File: src/core/mtbct_pkg.sv
// Package for the block transfer and branch cycle sequencer.
// Assumes one system clock; shared by the core module, the memory partner model and the bench.
package mtbct_pkg;
  localparam int          DATA_W     = 32;
  localparam int          LIST_W     = 16;
  localparam int          REG_IDX_W  = 4;
  localparam int          OFFS_W     = 24;
  localparam logic [3:0]  RET_REG    = 4'hE;
  localparam logic [31:0] PC_RST     = 32'h0000_0000;
  localparam logic [4:0]  SEQ_EXTRA  = 5'h01;
  localparam logic [4:0]  BR_SEQ     = 5'h02;
  localparam logic [1:0]  LOAD_NSEQ  = 2'h1;
  localparam logic [1:0]  STORE_NSEQ = 2'h2;
  localparam logic [1:0]  BR_NSEQ    = 2'h1;

  typedef enum logic [1:0] {
    MTBCT_OP_LOAD   = 2'b00,
    MTBCT_OP_STORE  = 2'b01,
    MTBCT_OP_BRANCH = 2'b10,
    MTBCT_OP_BSAVE  = 2'b11
  } mtbct_op_e;

  typedef enum logic [1:0] {
    MTBCT_ST_IDLE = 2'b00,
    MTBCT_ST_NSEQ = 2'b01,
    MTBCT_ST_SEQ  = 2'b10
  } mtbct_state_e;

  typedef struct packed {
    mtbct_op_e          op;
    logic [LIST_W-1:0]  reg_list;
    logic [DATA_W-1:0]  base_addr;
    logic [OFFS_W-1:0]  offset;
  } mtbct_cmd_s;

  typedef struct packed {
    logic               valid;
    logic               nonseq;
    logic               write;
    logic [DATA_W-1:0]  addr;
    logic [REG_IDX_W-1:0] reg_idx;
  } mtbct_mem_s;

  typedef struct packed {
    mtbct_state_e       state;
    mtbct_op_e          op;
    logic [LIST_W-1:0]  list;
    logic [DATA_W-1:0]  addr;
    logic [DATA_W-1:0]  pc;
    logic [OFFS_W-1:0]  offset;
    logic [4:0]         seq_left;
    logic [1:0]         nseq_left;
    logic [4:0]         n_count;
    mtbct_mem_s         mem;
    logic               rf_we;
    logic [REG_IDX_W-1:0] rf_idx;
    logic [DATA_W-1:0]  rf_data;
    logic [7:0]         s_cnt;
    logic [7:0]         n_cnt;
    logic               done;
  } mtbct_state_s;
endpackage

File: src/core/mtbct_core.sv
// Cycle sequencer for block loads, block stores and relative branches.
// Assumes a memory system taking one access per cycle and a register file beside it.
// Summary of operation
// - Block load fills each listed register from successive addresses, (n+1)S plus 1N.
// - Block store writes each listed register to successive addresses, (n+1)S plus 2N.
// - Plain branch sets PC to PC plus offset in 2S plus 1N.
// - Branch with save copies PC into register 14, then adds offset.
// - Branch with save takes the same 2S plus 1N as a plain branch.
// - Every access is marked sequential or non-sequential; timing counts both kinds.
// - The count n equals the number of bits set in the list.
`timescale 1ns/10ps
module mtbct_core (
  input  wire logic                       i_clk_sys,
  input  wire logic                       i_rst,
  input  wire logic                       i_start,
  input  wire mtbct_pkg::mtbct_cmd_s      i_cmd,
  output logic                            o_ready,
  output mtbct_pkg::mtbct_mem_s           o_mem,
  output logic                            o_rf_we,
  output logic [mtbct_pkg::REG_IDX_W-1:0] o_rf_idx,
  output logic [mtbct_pkg::DATA_W-1:0]    o_rf_data,
  output logic [mtbct_pkg::DATA_W-1:0]    o_pc,
  output logic [7:0]                      o_s_cycles,
  output logic [7:0]                      o_n_cycles,
  output logic                            o_done
);
  import mtbct_pkg::*;

  mtbct_state_s st_r;
  mtbct_state_s st_nxt;

  // Population count of a register list
  function automatic logic [4:0] list_count(input logic [LIST_W-1:0] l);
    logic [4:0] c;
    c = 5'h00;
    for (int i = 0; i < LIST_W; i++) begin
      c = c + {4'h0, l[i]};
    end
    return c;
  endfunction

  // Index of the lowest set bit
  function automatic logic [REG_IDX_W-1:0] low_idx(input logic [LIST_W-1:0] l);
    logic [REG_IDX_W-1:0] r;
    r = '0;
    for (int i = LIST_W-1; i >= 0; i--) begin
      if (l[i]) begin
        r = REG_IDX_W'(i);
      end
    end
    return r;
  endfunction

  logic [DATA_W-1:0] offs_ext;
  assign offs_ext = {{(DATA_W-OFFS_W){st_r.offset[OFFS_W-1]}}, st_r.offset};

  always_comb begin
    st_nxt          = st_r;
    st_nxt.mem      = '0;
    st_nxt.rf_we    = 1'b0;
    st_nxt.done     = 1'b0;
    unique case (st_r.state)
      MTBCT_ST_IDLE: begin
        if (i_start) begin
          st_nxt.op       = i_cmd.op;
          st_nxt.list     = i_cmd.reg_list;
          st_nxt.addr     = i_cmd.base_addr;
          st_nxt.offset   = i_cmd.offset;
          st_nxt.s_cnt    = 8'h00;
          st_nxt.n_cnt    = 8'h00;
          st_nxt.state    = MTBCT_ST_NSEQ;
          unique case (i_cmd.op)
            MTBCT_OP_LOAD: begin
              st_nxt.n_count   = list_count(i_cmd.reg_list);
              st_nxt.seq_left  = list_count(i_cmd.reg_list) + SEQ_EXTRA;
              st_nxt.nseq_left = LOAD_NSEQ;
            end
            MTBCT_OP_STORE: begin
              st_nxt.n_count   = list_count(i_cmd.reg_list);
              st_nxt.seq_left  = list_count(i_cmd.reg_list) + SEQ_EXTRA;
              st_nxt.nseq_left = STORE_NSEQ;
            end
            default: begin
              st_nxt.n_count   = 5'h00;
              st_nxt.seq_left  = BR_SEQ;
              st_nxt.nseq_left = BR_NSEQ;
            end
          endcase
        end
      end
      MTBCT_ST_NSEQ: begin
        // Non-sequential cycle opens each sequence; store adds its own at the end
        st_nxt.mem.valid  = 1'b1;
        st_nxt.mem.nonseq = 1'b1;
        st_nxt.n_cnt      = st_r.n_cnt + 8'h01;
        st_nxt.nseq_left  = st_r.nseq_left - 2'h1;
        if (st_r.op == MTBCT_OP_BRANCH || st_r.op == MTBCT_OP_BSAVE) begin
          st_nxt.mem.addr = st_r.pc + offs_ext;
          st_nxt.pc       = st_r.pc + offs_ext;
          if (st_r.op == MTBCT_OP_BSAVE) begin
            st_nxt.rf_we   = 1'b1;
            st_nxt.rf_idx  = RET_REG;
            st_nxt.rf_data = st_r.pc;
          end
        end else begin
          st_nxt.mem.addr = st_r.addr;
        end
        if (st_r.seq_left != 5'h00) begin
          st_nxt.state = MTBCT_ST_SEQ;
        end else begin
          st_nxt.state = MTBCT_ST_IDLE;
          st_nxt.done  = 1'b1;
        end
      end
      MTBCT_ST_SEQ: begin
        st_nxt.mem.valid  = 1'b1;
        st_nxt.mem.nonseq = 1'b0;
        st_nxt.s_cnt      = st_r.s_cnt + 8'h01;
        st_nxt.seq_left   = st_r.seq_left - 5'h01;
        st_nxt.mem.addr   = st_r.addr;
        if (st_r.list != '0 && (st_r.op == MTBCT_OP_LOAD || st_r.op == MTBCT_OP_STORE)) begin
          st_nxt.mem.reg_idx = low_idx(st_r.list);
          st_nxt.mem.write   = (st_r.op == MTBCT_OP_STORE);
          st_nxt.rf_we       = (st_r.op == MTBCT_OP_LOAD);
          st_nxt.rf_idx      = low_idx(st_r.list);
          st_nxt.rf_data     = st_r.addr;
          st_nxt.list        = st_r.list & (st_r.list - LIST_W'(1));
          st_nxt.addr        = st_r.addr + 32'h0000_0004;
        end
        if (st_r.seq_left == 5'h01) begin
          if (st_r.nseq_left != 2'h0) begin
            st_nxt.state = MTBCT_ST_NSEQ;
            st_nxt.seq_left = 5'h00;
          end else begin
            st_nxt.state = MTBCT_ST_IDLE;
            st_nxt.done  = 1'b1;
          end
        end
      end
      default: begin
        st_nxt.state = MTBCT_ST_IDLE;
      end
    endcase
  end

  always_ff @(posedge i_clk_sys or posedge i_rst) begin
    if (i_rst) begin
      st_r       <= '0;
      st_r.pc    <= PC_RST;
      st_r.state <= MTBCT_ST_IDLE;
    end else begin
      st_r <= st_nxt;
    end
  end

  assign o_ready    = (st_r.state == MTBCT_ST_IDLE);
  assign o_mem      = st_r.mem;
  assign o_rf_we    = st_r.rf_we;
  assign o_rf_idx   = st_r.rf_idx;
  assign o_rf_data  = st_r.rf_data;
  assign o_pc       = st_r.pc;
  assign o_s_cycles = st_r.s_cnt;
  assign o_n_cycles = st_r.n_cnt;
  assign o_done     = st_r.done;

  AST_LOAD_TIMING: assert property (@(posedge i_clk_sys) disable iff (i_rst)
    (o_done && st_r.op == MTBCT_OP_LOAD) |->
      (o_s_cycles == {3'h0, st_r.n_count} + 8'h01 && o_n_cycles == 8'h01))
    else $error("Block load cycle count wrong");
  AST_STORE_TIMING: assert property (@(posedge i_clk_sys) disable iff (i_rst)
    (o_done && st_r.op == MTBCT_OP_STORE) |->
      (o_s_cycles == {3'h0, st_r.n_count} + 8'h01 && o_n_cycles == 8'h02))
    else $error("Block store cycle count wrong");
  AST_BRANCH_TIMING: assert property (@(posedge i_clk_sys) disable iff (i_rst)
    (o_done && st_r.op == MTBCT_OP_BRANCH) |-> (o_s_cycles == 8'h02 && o_n_cycles == 8'h01))
    else $error("Branch cycle count wrong");
  AST_BSAVE_TIMING: assert property (@(posedge i_clk_sys) disable iff (i_rst)
    (o_done && st_r.op == MTBCT_OP_BSAVE) |-> (o_s_cycles == 8'h02 && o_n_cycles == 8'h01))
    else $error("Branch with save cycle count wrong");
  AST_BRANCH_PC: assert property (@(posedge i_clk_sys) disable iff (i_rst)
    (st_r.state == MTBCT_ST_NSEQ && st_r.op[1]) |=> (o_pc == $past(st_r.pc) + $past(offs_ext)))
    else $error("Branch target wrong");
  AST_BSAVE_LINK: assert property (@(posedge i_clk_sys) disable iff (i_rst)
    (st_r.state == MTBCT_ST_NSEQ && st_r.op == MTBCT_OP_BSAVE) |=>
      (o_rf_we && o_rf_idx == 4'hE && o_rf_data == $past(st_r.pc)))
    else $error("Return address not saved");
  AST_NONSEQ_FIRST: assert property (@(posedge i_clk_sys) disable iff (i_rst)
    (i_start && o_ready) |=> ##1 (o_mem.valid && o_mem.nonseq))
    else $error("Sequence does not open with non-sequential access");
  AST_LIST_COUNT: assert property (@(posedge i_clk_sys) disable iff (i_rst)
    (i_start && o_ready && !i_cmd.op[1]) |=> (st_r.n_count == $countones($past(i_cmd.reg_list))))
    else $error("Transfer count differs from list size");
  AST_LOAD_WRITES: assert property (@(posedge i_clk_sys) disable iff (i_rst)
    (o_done && st_r.op == MTBCT_OP_LOAD) |-> (st_r.list == '0))
    else $error("Block load left registers unfilled");

  // Access classification
  AST_BUSY_ACCESS: assert property (@(posedge i_clk_sys) disable iff (i_rst)
    (st_r.state != MTBCT_ST_IDLE) |=> o_mem.valid)
    else $error("Busy cycle without a memory access");
  AST_OPEN_NSEQ_COUNT: assert property (@(posedge i_clk_sys) disable iff (i_rst)
    (o_mem.valid && o_mem.nonseq && o_s_cycles == 8'h00) |-> (o_n_cycles == 8'h01))
    else $error("Opening non-sequential access miscounted");

  // Block transfer ordering
  AST_LOAD_ENDS_SEQ: assert property (@(posedge i_clk_sys) disable iff (i_rst)
    (o_done && st_r.op == MTBCT_OP_LOAD) |-> (o_mem.valid && !o_mem.nonseq))
    else $error("Block load does not end on a sequential access");
  AST_STORE_ENDS_NSEQ: assert property (@(posedge i_clk_sys) disable iff (i_rst)
    (o_done && st_r.op == MTBCT_OP_STORE) |-> (o_mem.valid && o_mem.nonseq))
    else $error("Block store does not end on a non-sequential access");
  AST_XFER_STEP: assert property (@(posedge i_clk_sys) disable iff (i_rst)
    (st_r.state == MTBCT_ST_SEQ && st_r.list != '0 && !st_r.op[1]) |=>
      (o_mem.addr == $past(st_r.addr) && st_r.addr == $past(st_r.addr) + 32'h0000_0004))
    else $error("Transfer address does not step by one word");
  AST_LIST_DRAINS: assert property (@(posedge i_clk_sys) disable iff (i_rst)
    (st_r.state == MTBCT_ST_SEQ && st_r.list != '0 && !st_r.op[1]) |=>
      ($countones(st_r.list) == $countones($past(st_r.list)) - 1))
    else $error("Transfer did not retire exactly one listed register");
  AST_WRITE_STORE_ONLY: assert property (@(posedge i_clk_sys) disable iff (i_rst)
    o_mem.write |-> (st_r.op == MTBCT_OP_STORE && !o_mem.nonseq))
    else $error("Write access outside a block store transfer");
  AST_FILL_LOAD: assert property (@(posedge i_clk_sys) disable iff (i_rst)
    o_rf_we |-> (st_r.op == MTBCT_OP_LOAD || st_r.op == MTBCT_OP_BSAVE))
    else $error("Register write outside a load or a saving branch");

  // Refused request leaves the running instruction alone
  AST_REFUSE_BUSY: assert property (@(posedge i_clk_sys) disable iff (i_rst)
    (i_start && !o_ready) |=>
      (st_r.op == $past(st_r.op) && st_r.n_count == $past(st_r.n_count)))
    else $error("Request taken while busy");
endmodule

File: config.mk
export PLATFORM = sky130hd
export DESIGN_NAME = mtbct_core
export DESIGN_NICKNAME = d
export VERILOG_FILES = /design/src/core/mtbct_pkg.sv /design/src/core/mtbct_core.sv
export SDC_FILE = /design/constraint.sdc
export NUM_CORES = 1
export LEC_CHECK = 0
export BUFFER_PORTS_ARGS = -buffer_cell sky130_fd_sc_hd__buf_2
export CAP_MARGIN = 0
export CORE_MARGIN = 2
export CORE_UTILIZATION = 40
export CTS_BUF_LIST = sky130_fd_sc_hd__clkbuf_16
export CTS_CLUSTER_DIAMETER = 150
export CTS_CLUSTER_SIZE = 30
export DETAILED_ROUTE_END_ITERATION = 7
export PLACE_DENSITY = 0.64
export SETUP_SLACK_MARGIN = 0.2
export SLEW_MARGIN = 40
export SYNTH_ARGS = -nofsm -noshare
export SYNTH_HDL_FRONTEND = slang
export SYNTH_SLANG_ARGS = --single-unit
File: constraint.sdc
create_clock -name i_clk_sys -period 7 [get_ports i_clk_sys]
set_clock_uncertainty 0.2 [all_clocks]
set_input_delay 0.7 -clock i_clk_sys [delete_from_list [all_inputs] [get_ports i_clk_sys]]
set_output_delay 0.7 -clock i_clk_sys [all_outputs]
set_load 0.005 [all_outputs]
# [Yosys cells after proc, flatten, opt, wreduce, memory -nomap -nowiden]
# Cells that the tools add are included.
[op_classes] n_bitwise=1 addsub=23 reduce_logical=19 n_mux=46 n_eq_ne=12
[ops] op="48-bit case mux with 2 select lines" count=1
[ops] op="37-bit two-way mux" count=2
[ops] op="37-bit case mux with 2 select lines" count=1
[ops] op="4-bit two-way mux" count=17
[ops] op="32-bit case mux with 2 select lines" count=1
[ops] op="5-bit by 1-bit adder with 5-bit output" count=11
[ops] op="52-bit two-way mux" count=1
[ops] op="48-bit two-way mux" count=1
[ops] op="41-bit two-way mux" count=1
[ops] op="32-bit by 3-bit adder with 32-bit output (second input constant)" count=1
[ops] op="32-bit adder" count=1
[ops] op="32-bit two-way mux" count=1
[ops] op="8-bit case mux with 2 select lines" count=2
[ops] op="12-bit case mux with 2 select lines" count=1
[ops] op="8-bit by 1-bit adder with 8-bit output (second input constant)" count=2
[ops] op="16-bit AND" count=1
[ops] op="16-bit two-way mux" count=1
[ops] op="16-bit nonzero test" count=1
[ops] op="16-bit by 1-bit subtractor with 16-bit output (second input constant)" count=1
[ops] op="12-bit two-way mux" count=1
[ops] op="5-bit two-way mux" count=2
[ops] op="2-bit inequality test (second input constant)" count=5
[ops] op="5-bit case mux with 2 select lines" count=1
[ops] op="2-bit AND reduction" count=5
[ops] op="22 further kinds" count=39
[word_totals] inputBits=77 output_inout_bits=126 wordCells=121 ff_bits=213

# [Longest topological paths before layout]
[depth] depth_word=19 mapped_depth=17 ltp_nobuf=17

# [Worst setup path before layout]
# Ideal clock, no wire load.
[synth_path] kind="input-to-reg" startpoint="input i_cmd[56] (netlist bit)" endpoint="register st_r[104] (netlist bit)" path_stages=14 path_slack_ns=2.414 t_arrival_ns=4.265 n_path_buf=0 t_required_ns=6.679 setup_ns=0.121 path_cell_list="inv_1 > fa_1 > fa_1 > fa_1 > fa_1 > inv_1 > ha_1 > fa_1 > ha_1 > nand2_1 > o21ai_0 > a221oi_1 > o22ai_1 > a22o_1"
[synth_via] elab_chain_len=19
[synth_lines] element="start: declaration" line_no="mtbct_core.sv:16" source="input wire mtbct_pkg::mtbct_cmd_s i_cmd,"
[synth_lines] element="1-bit by 1-bit adder with 2-bit output" line_no="mtbct_core.sv:37" source="c = c + {4'h0, l[i]};"
[synth_lines] element="2-bit by 1-bit adder with 3-bit output" line_no="mtbct_core.sv:37"
[synth_lines] element="3-bit by 1-bit adder with 4-bit output" line_no="mtbct_core.sv:37"
[synth_lines] element="4-bit by 1-bit adder with 5-bit output" line_no="mtbct_core.sv:37"
[synth_lines] element="5-bit by 1-bit adder with 5-bit output (11 in a row)" line_no="mtbct_core.sv:37"
[synth_lines] element="5-bit by 1-bit adder with 5-bit output" line_no="mtbct_core.sv:75, mtbct_core.sv:80"
[synth_lines] element="12-bit case mux with 2 select lines" line_no="mtbct_core.sv:72" source="unique case (i_cmd.op)"
[synth_lines] element="12-bit two-way mux" line_no="mtbct_core.sv:64" source="if (i_start) begin"
[synth_lines] element="5-bit case mux with 2 select lines" line_no="mtbct_core.sv:62" source="unique case (st_r.state)"
[synth_lines] element="end signal: assignment" line_no="mtbct_core.sv:152" source="st_r <= st_nxt;"
[synth_lines] element="end: declaration" line_no="mtbct_core.sv:29" source="mtbct_state_s st_r;"
# Every way passes these cells. The select of a mux whose other input is x is not followed.
# A chain may end at the register's enable or synchronous reset.

# [Final worst setup path]
# Ends and elaborated chain as after synthesis.

==> results.toml <==
[synthesis]
synth_seq_cells = 208
synth.avg_cell_area_sq_um = 9.15
synthesis.area_sq_mm = 0.0125
yosys_warnings = 0
seq_area_frac_synth_pct = 41.7
async_flop_share_pct = 100
postSynthNetCount = 1500
synth_cell_types = 73
primary_flip_flop_cell_chosen_by_synthesis_mapping = "sky130_fd_sc_hd__dfrtp_1"
synthCells = 1365
synth_enable_flop_cells = 0

[status]
status = "completed"

[worst_setup_path]
regToRegSetupSlack_ps = 3700
kind_of_cell_adding_the_most_delay_to_the_critical_path = "adder cells"
crit_chain = "buf_2 > inv_1 > fa_1 > fa_1 > fa_1 > fa_1 > inv_1 > ha_1 > fa_1 > ha_1 > nand2_1 > o21ai_0 > a221oi_1 > o22ai_1 > a22o_1"
critical_path_class = "in2reg"
cell_depth_of_the_worst_setup_path = 15
crit_path_max_fanout = 3
worst_r2r_startpoint = "st_r[205]"
slowest_cell_delay_on_critical_path_ps = 600
type_of_element_launching_the_critical_path = "input pin"
crit_top_cell = "sky130_fd_sc_hd__fa_1"
ff2ff_path_depth = 8
timing.critical_path.required_ps = 7180
endpoint_kind = "flip-flop"
rr_endpoint = "st_r[172]"
slowest_stage = "sky130_fd_sc_hd__fa_1"
critPathBufInv = 3
cp_data_arrival_time_ps = 4660

[final_layout]
final_cell_mix = "sky130_fd_sc_hd__dfrtp_1 (208), sky130_fd_sc_hd__buf_2 (202), sky130_fd_sc_hd__nand2_1 (193), sky130_fd_sc_hd__o21ai_0 (109), sky130_fd_sc_hd__a21oi_1 (89)"
most_common_cell_after_layout_fill_and_taps_aside = "sky130_fd_sc_hd__dfrtp_1"
layoutNonFillerInstCount = 1800
drive_above_1_share_pct = 21.4
layout_stage_area_growth_over_the_synthesis_result_pct = 5.81
nets = 1535

[timing]
final.setup.tns_ps = 0
relative_max_transition_margin_pct = 51.5
finalWorstPathRequiredPeriod_ps = 4480
final-max-slew-violation-count = 0
timing.final.setup_violations = 0
max_freq_mhz = 223
max_slew.worst_pin.slew_ps = 727
final-hold-violation-count = 0
rsz_0062_raised_after_global_routing = "no"
final_min_period_over_clock_period_pct = 64.0

[cts]
clock_latency_ps = 480
longest_clk_path_bufs = 3
ctsResizeCount = 0
cts_tree = "done"
quantity_of_hold_fixing_buffers_added_after_cts = 0
cts-root-buf = "sky130_fd_sc_hd__clkbuf_16"
cts_sinks = 208
htreeDepth = 1
total_setup_buffers_inserted_after_cts = 0
clkTransAtPathRegs_ps = 120
tritoncts.num_buffers = 10

[die]
die_w_microns = 181
dieArea_sq_mm = 0.0326
rows = 64
pin_count = 203
fp.coreArea_sq_mm = 0.0307
fp.dieH_microns = 181
initial_core_util_pct = 40.7

[grt]
pin_count_of_the_biggest_net_entering_global_routing = 136
grt_remaining_overflow = 0
grt_pass1_wl_microns = 55300
initial_antenna_violation_count = 4
grt_pass1_vias = 9777
groute.usage.overall_pct = 21.1

[flow_run]
max_cap_viol_count = 0

[detailed_routing]
finalWirelength_microns = 34900
routed_wire_length_per_instance_microns = 19.4
drt_pre_antenna_iters = 5
antenna_violating_nets_post_route = 0
drt-vias-per-instance = 5.55
drc = 0
num_vias = 9998
first_iter_violations = 750

[min_path]
min_path_type = "in2async"

[pwr]
cellInternalPower_mw = 3.33
netSwitchingPower_mw = 2.91
power.share.combinational_pct = 54.7
max-vdd-ir-drop_mv = 0.207
cellLeakagePower_nw = 6.29
clkPwrFrac_pct = 10.8
netSwitchingFraction_pct = 46.6
power-per-cell-area_mw_per_mm2 = 472
relative_contribution_of_sequential_cells_to_total_power_pct = 34.5

[place]
routabilityCongestion = 0.883
cell_total_after_placement = 1784
post-dp-hpwl_microns = 24900
number_of_port_buffers = 202
-- flip-flops by register name, summed over array words and instances, names as in the netlist --
name        count
o_mem          39
st_r           59
o_done          1
o_n_cycles      8
o_rf_data      32
offs_ext       24
o_pc           32
o_rf_we         1
o_rf_idx        4
o_s_cycles      8
-- cells in the mapped netlist (5+ instances only) --
cell type / number / area [sq um]
sky130_fd_sc_hd__a21boi_0: 15 / 113
sky130_fd_sc_hd__a21o_1: 14 / 105
sky130_fd_sc_hd__a21oi_1: 90 / 450
sky130_fd_sc_hd__a21oi_2: 5 / 43.8
sky130_fd_sc_hd__a22o_1: 23 / 201
sky130_fd_sc_hd__a22oi_1: 32 / 240
sky130_fd_sc_hd__a31oi_1: 13 / 81.3
sky130_fd_sc_hd__and2_1: 7 / 43.8
sky130_fd_sc_hd__and3_1: 21 / 131
sky130_fd_sc_hd__buf_2: 10 / 50.1
sky130_fd_sc_hd__buf_4: 125 / 938
sky130_fd_sc_hd__clkbuf_1: 49 / 184
sky130_fd_sc_hd__dfrtp_1: 208 / 5200
sky130_fd_sc_hd__fa_1: 11 / 220
sky130_fd_sc_hd__ha_1: 47 / 588
sky130_fd_sc_hd__inv_1: 60 / 225
sky130_fd_sc_hd__mux2_2: 35 / 394
sky130_fd_sc_hd__nand2_1: 196 / 736
sky130_fd_sc_hd__nand2b_1: 8 / 50.1
sky130_fd_sc_hd__nand3_1: 31 / 155
sky130_fd_sc_hd__nand4_1: 10 / 62.6
sky130_fd_sc_hd__nor2_1: 46 / 173
sky130_fd_sc_hd__nor2b_1: 6 / 37.5
sky130_fd_sc_hd__nor3_1: 25 / 125
sky130_fd_sc_hd__nor4_1: 5 / 31.3
sky130_fd_sc_hd__o21a_1: 6 / 45.0
sky130_fd_sc_hd__o21ai_0: 110 / 551
sky130_fd_sc_hd__o21ai_1: 9 / 45.0
sky130_fd_sc_hd__o22ai_1: 18 / 113
sky130_fd_sc_hd__o31ai_1: 9 / 67.6
sky130_fd_sc_hd__or3_1: 5 / 31.3
sky130_fd_sc_hd__xnor2_1: 24 / 210
sky130_fd_sc_hd__xor2_1: 14 / 123
-- cell type report --
| type | count | area (sq um) |
|---|---|---|
| sequential | 208 | 5200 |
| multi-input combinational | 906 | 5880 |
| clock buffer | 11 | 275 |
| clock inverter | 1 | 3.75 |
| timing repair buffer | 214 | 1100 |
| inverter | 60 | 238 |
| tap | 396 | 495 |
| fill | 3039 | 17500 |
| antenna | 4 | 10.0 |
-- per-layer routing --
metal / GRT usage [%] / vias to the layer above / part of all wire [%]
li1: - / 4745 / -
met1: 29.4 / 4907 / 45
met2: 34.9 / 301 / 47
met3: 2.91 / 43 / 5.6
met4: 4.90 / 2 / 2.0
met5: 0 / - / 0.046
-- how the worst max path moves through the flow --
stage,end,from,slack (ps)
6_report,st_r[104],i_cmd[56],2520
5_1_grt,st_r[104],i_cmd[56],2410
4_1_cts,st_r[104],i_cmd[56],2550
3_5_place_dp,st_r[104],i_cmd[56],2040
3_3_place_gp,st_r[104],i_cmd[56],2100
2_1_floorplan,o_done,i_rst,420
-- cells by family (layout without fill, tap and decap cells) --
logic type / after synthesis / in the layout / synth area share, %
flops: 208 / 208 / 41.7
fa+ha+maj: 58 / 58 / 6.47
simple gates: 381 / 381 / 14.2
other cells: 0 / 4 / 0
xor+xnor: 38 / 38 / 2.67
compound gates: 389 / 389 / 19.9
buf+inv: 251 / 286 / 11.5
mux: 40 / 40 / 3.60
-- through the flow --
step	power (mW)	instance area [sq um]	util (%)	setup slack (ps)	hold WS [ps]
after floorplan	4.78	12500	-	419	250
after detailed placement	5.57	12900	42.1	2040	269
after global placement	5.50	12900	42.1	2100	259
final	6.24	13200	43.1	2520	114
after global routing	6.78	13200	43.1	2410	182
after CTS	6.26	13200	43.0	2550	172
-- power groups by stage --
stage	registers, mW	clock network [mW]	logic [mW]
CTS	2.15	0.701	3.41
detailed placement	2.17	0	3.40
finish	2.15	0.674	3.41
global placement	2.16	0	3.34
global route	2.22	0.736	3.82
floorplan	1.94	0	2.84
Power figures use the tool's default switching activity.
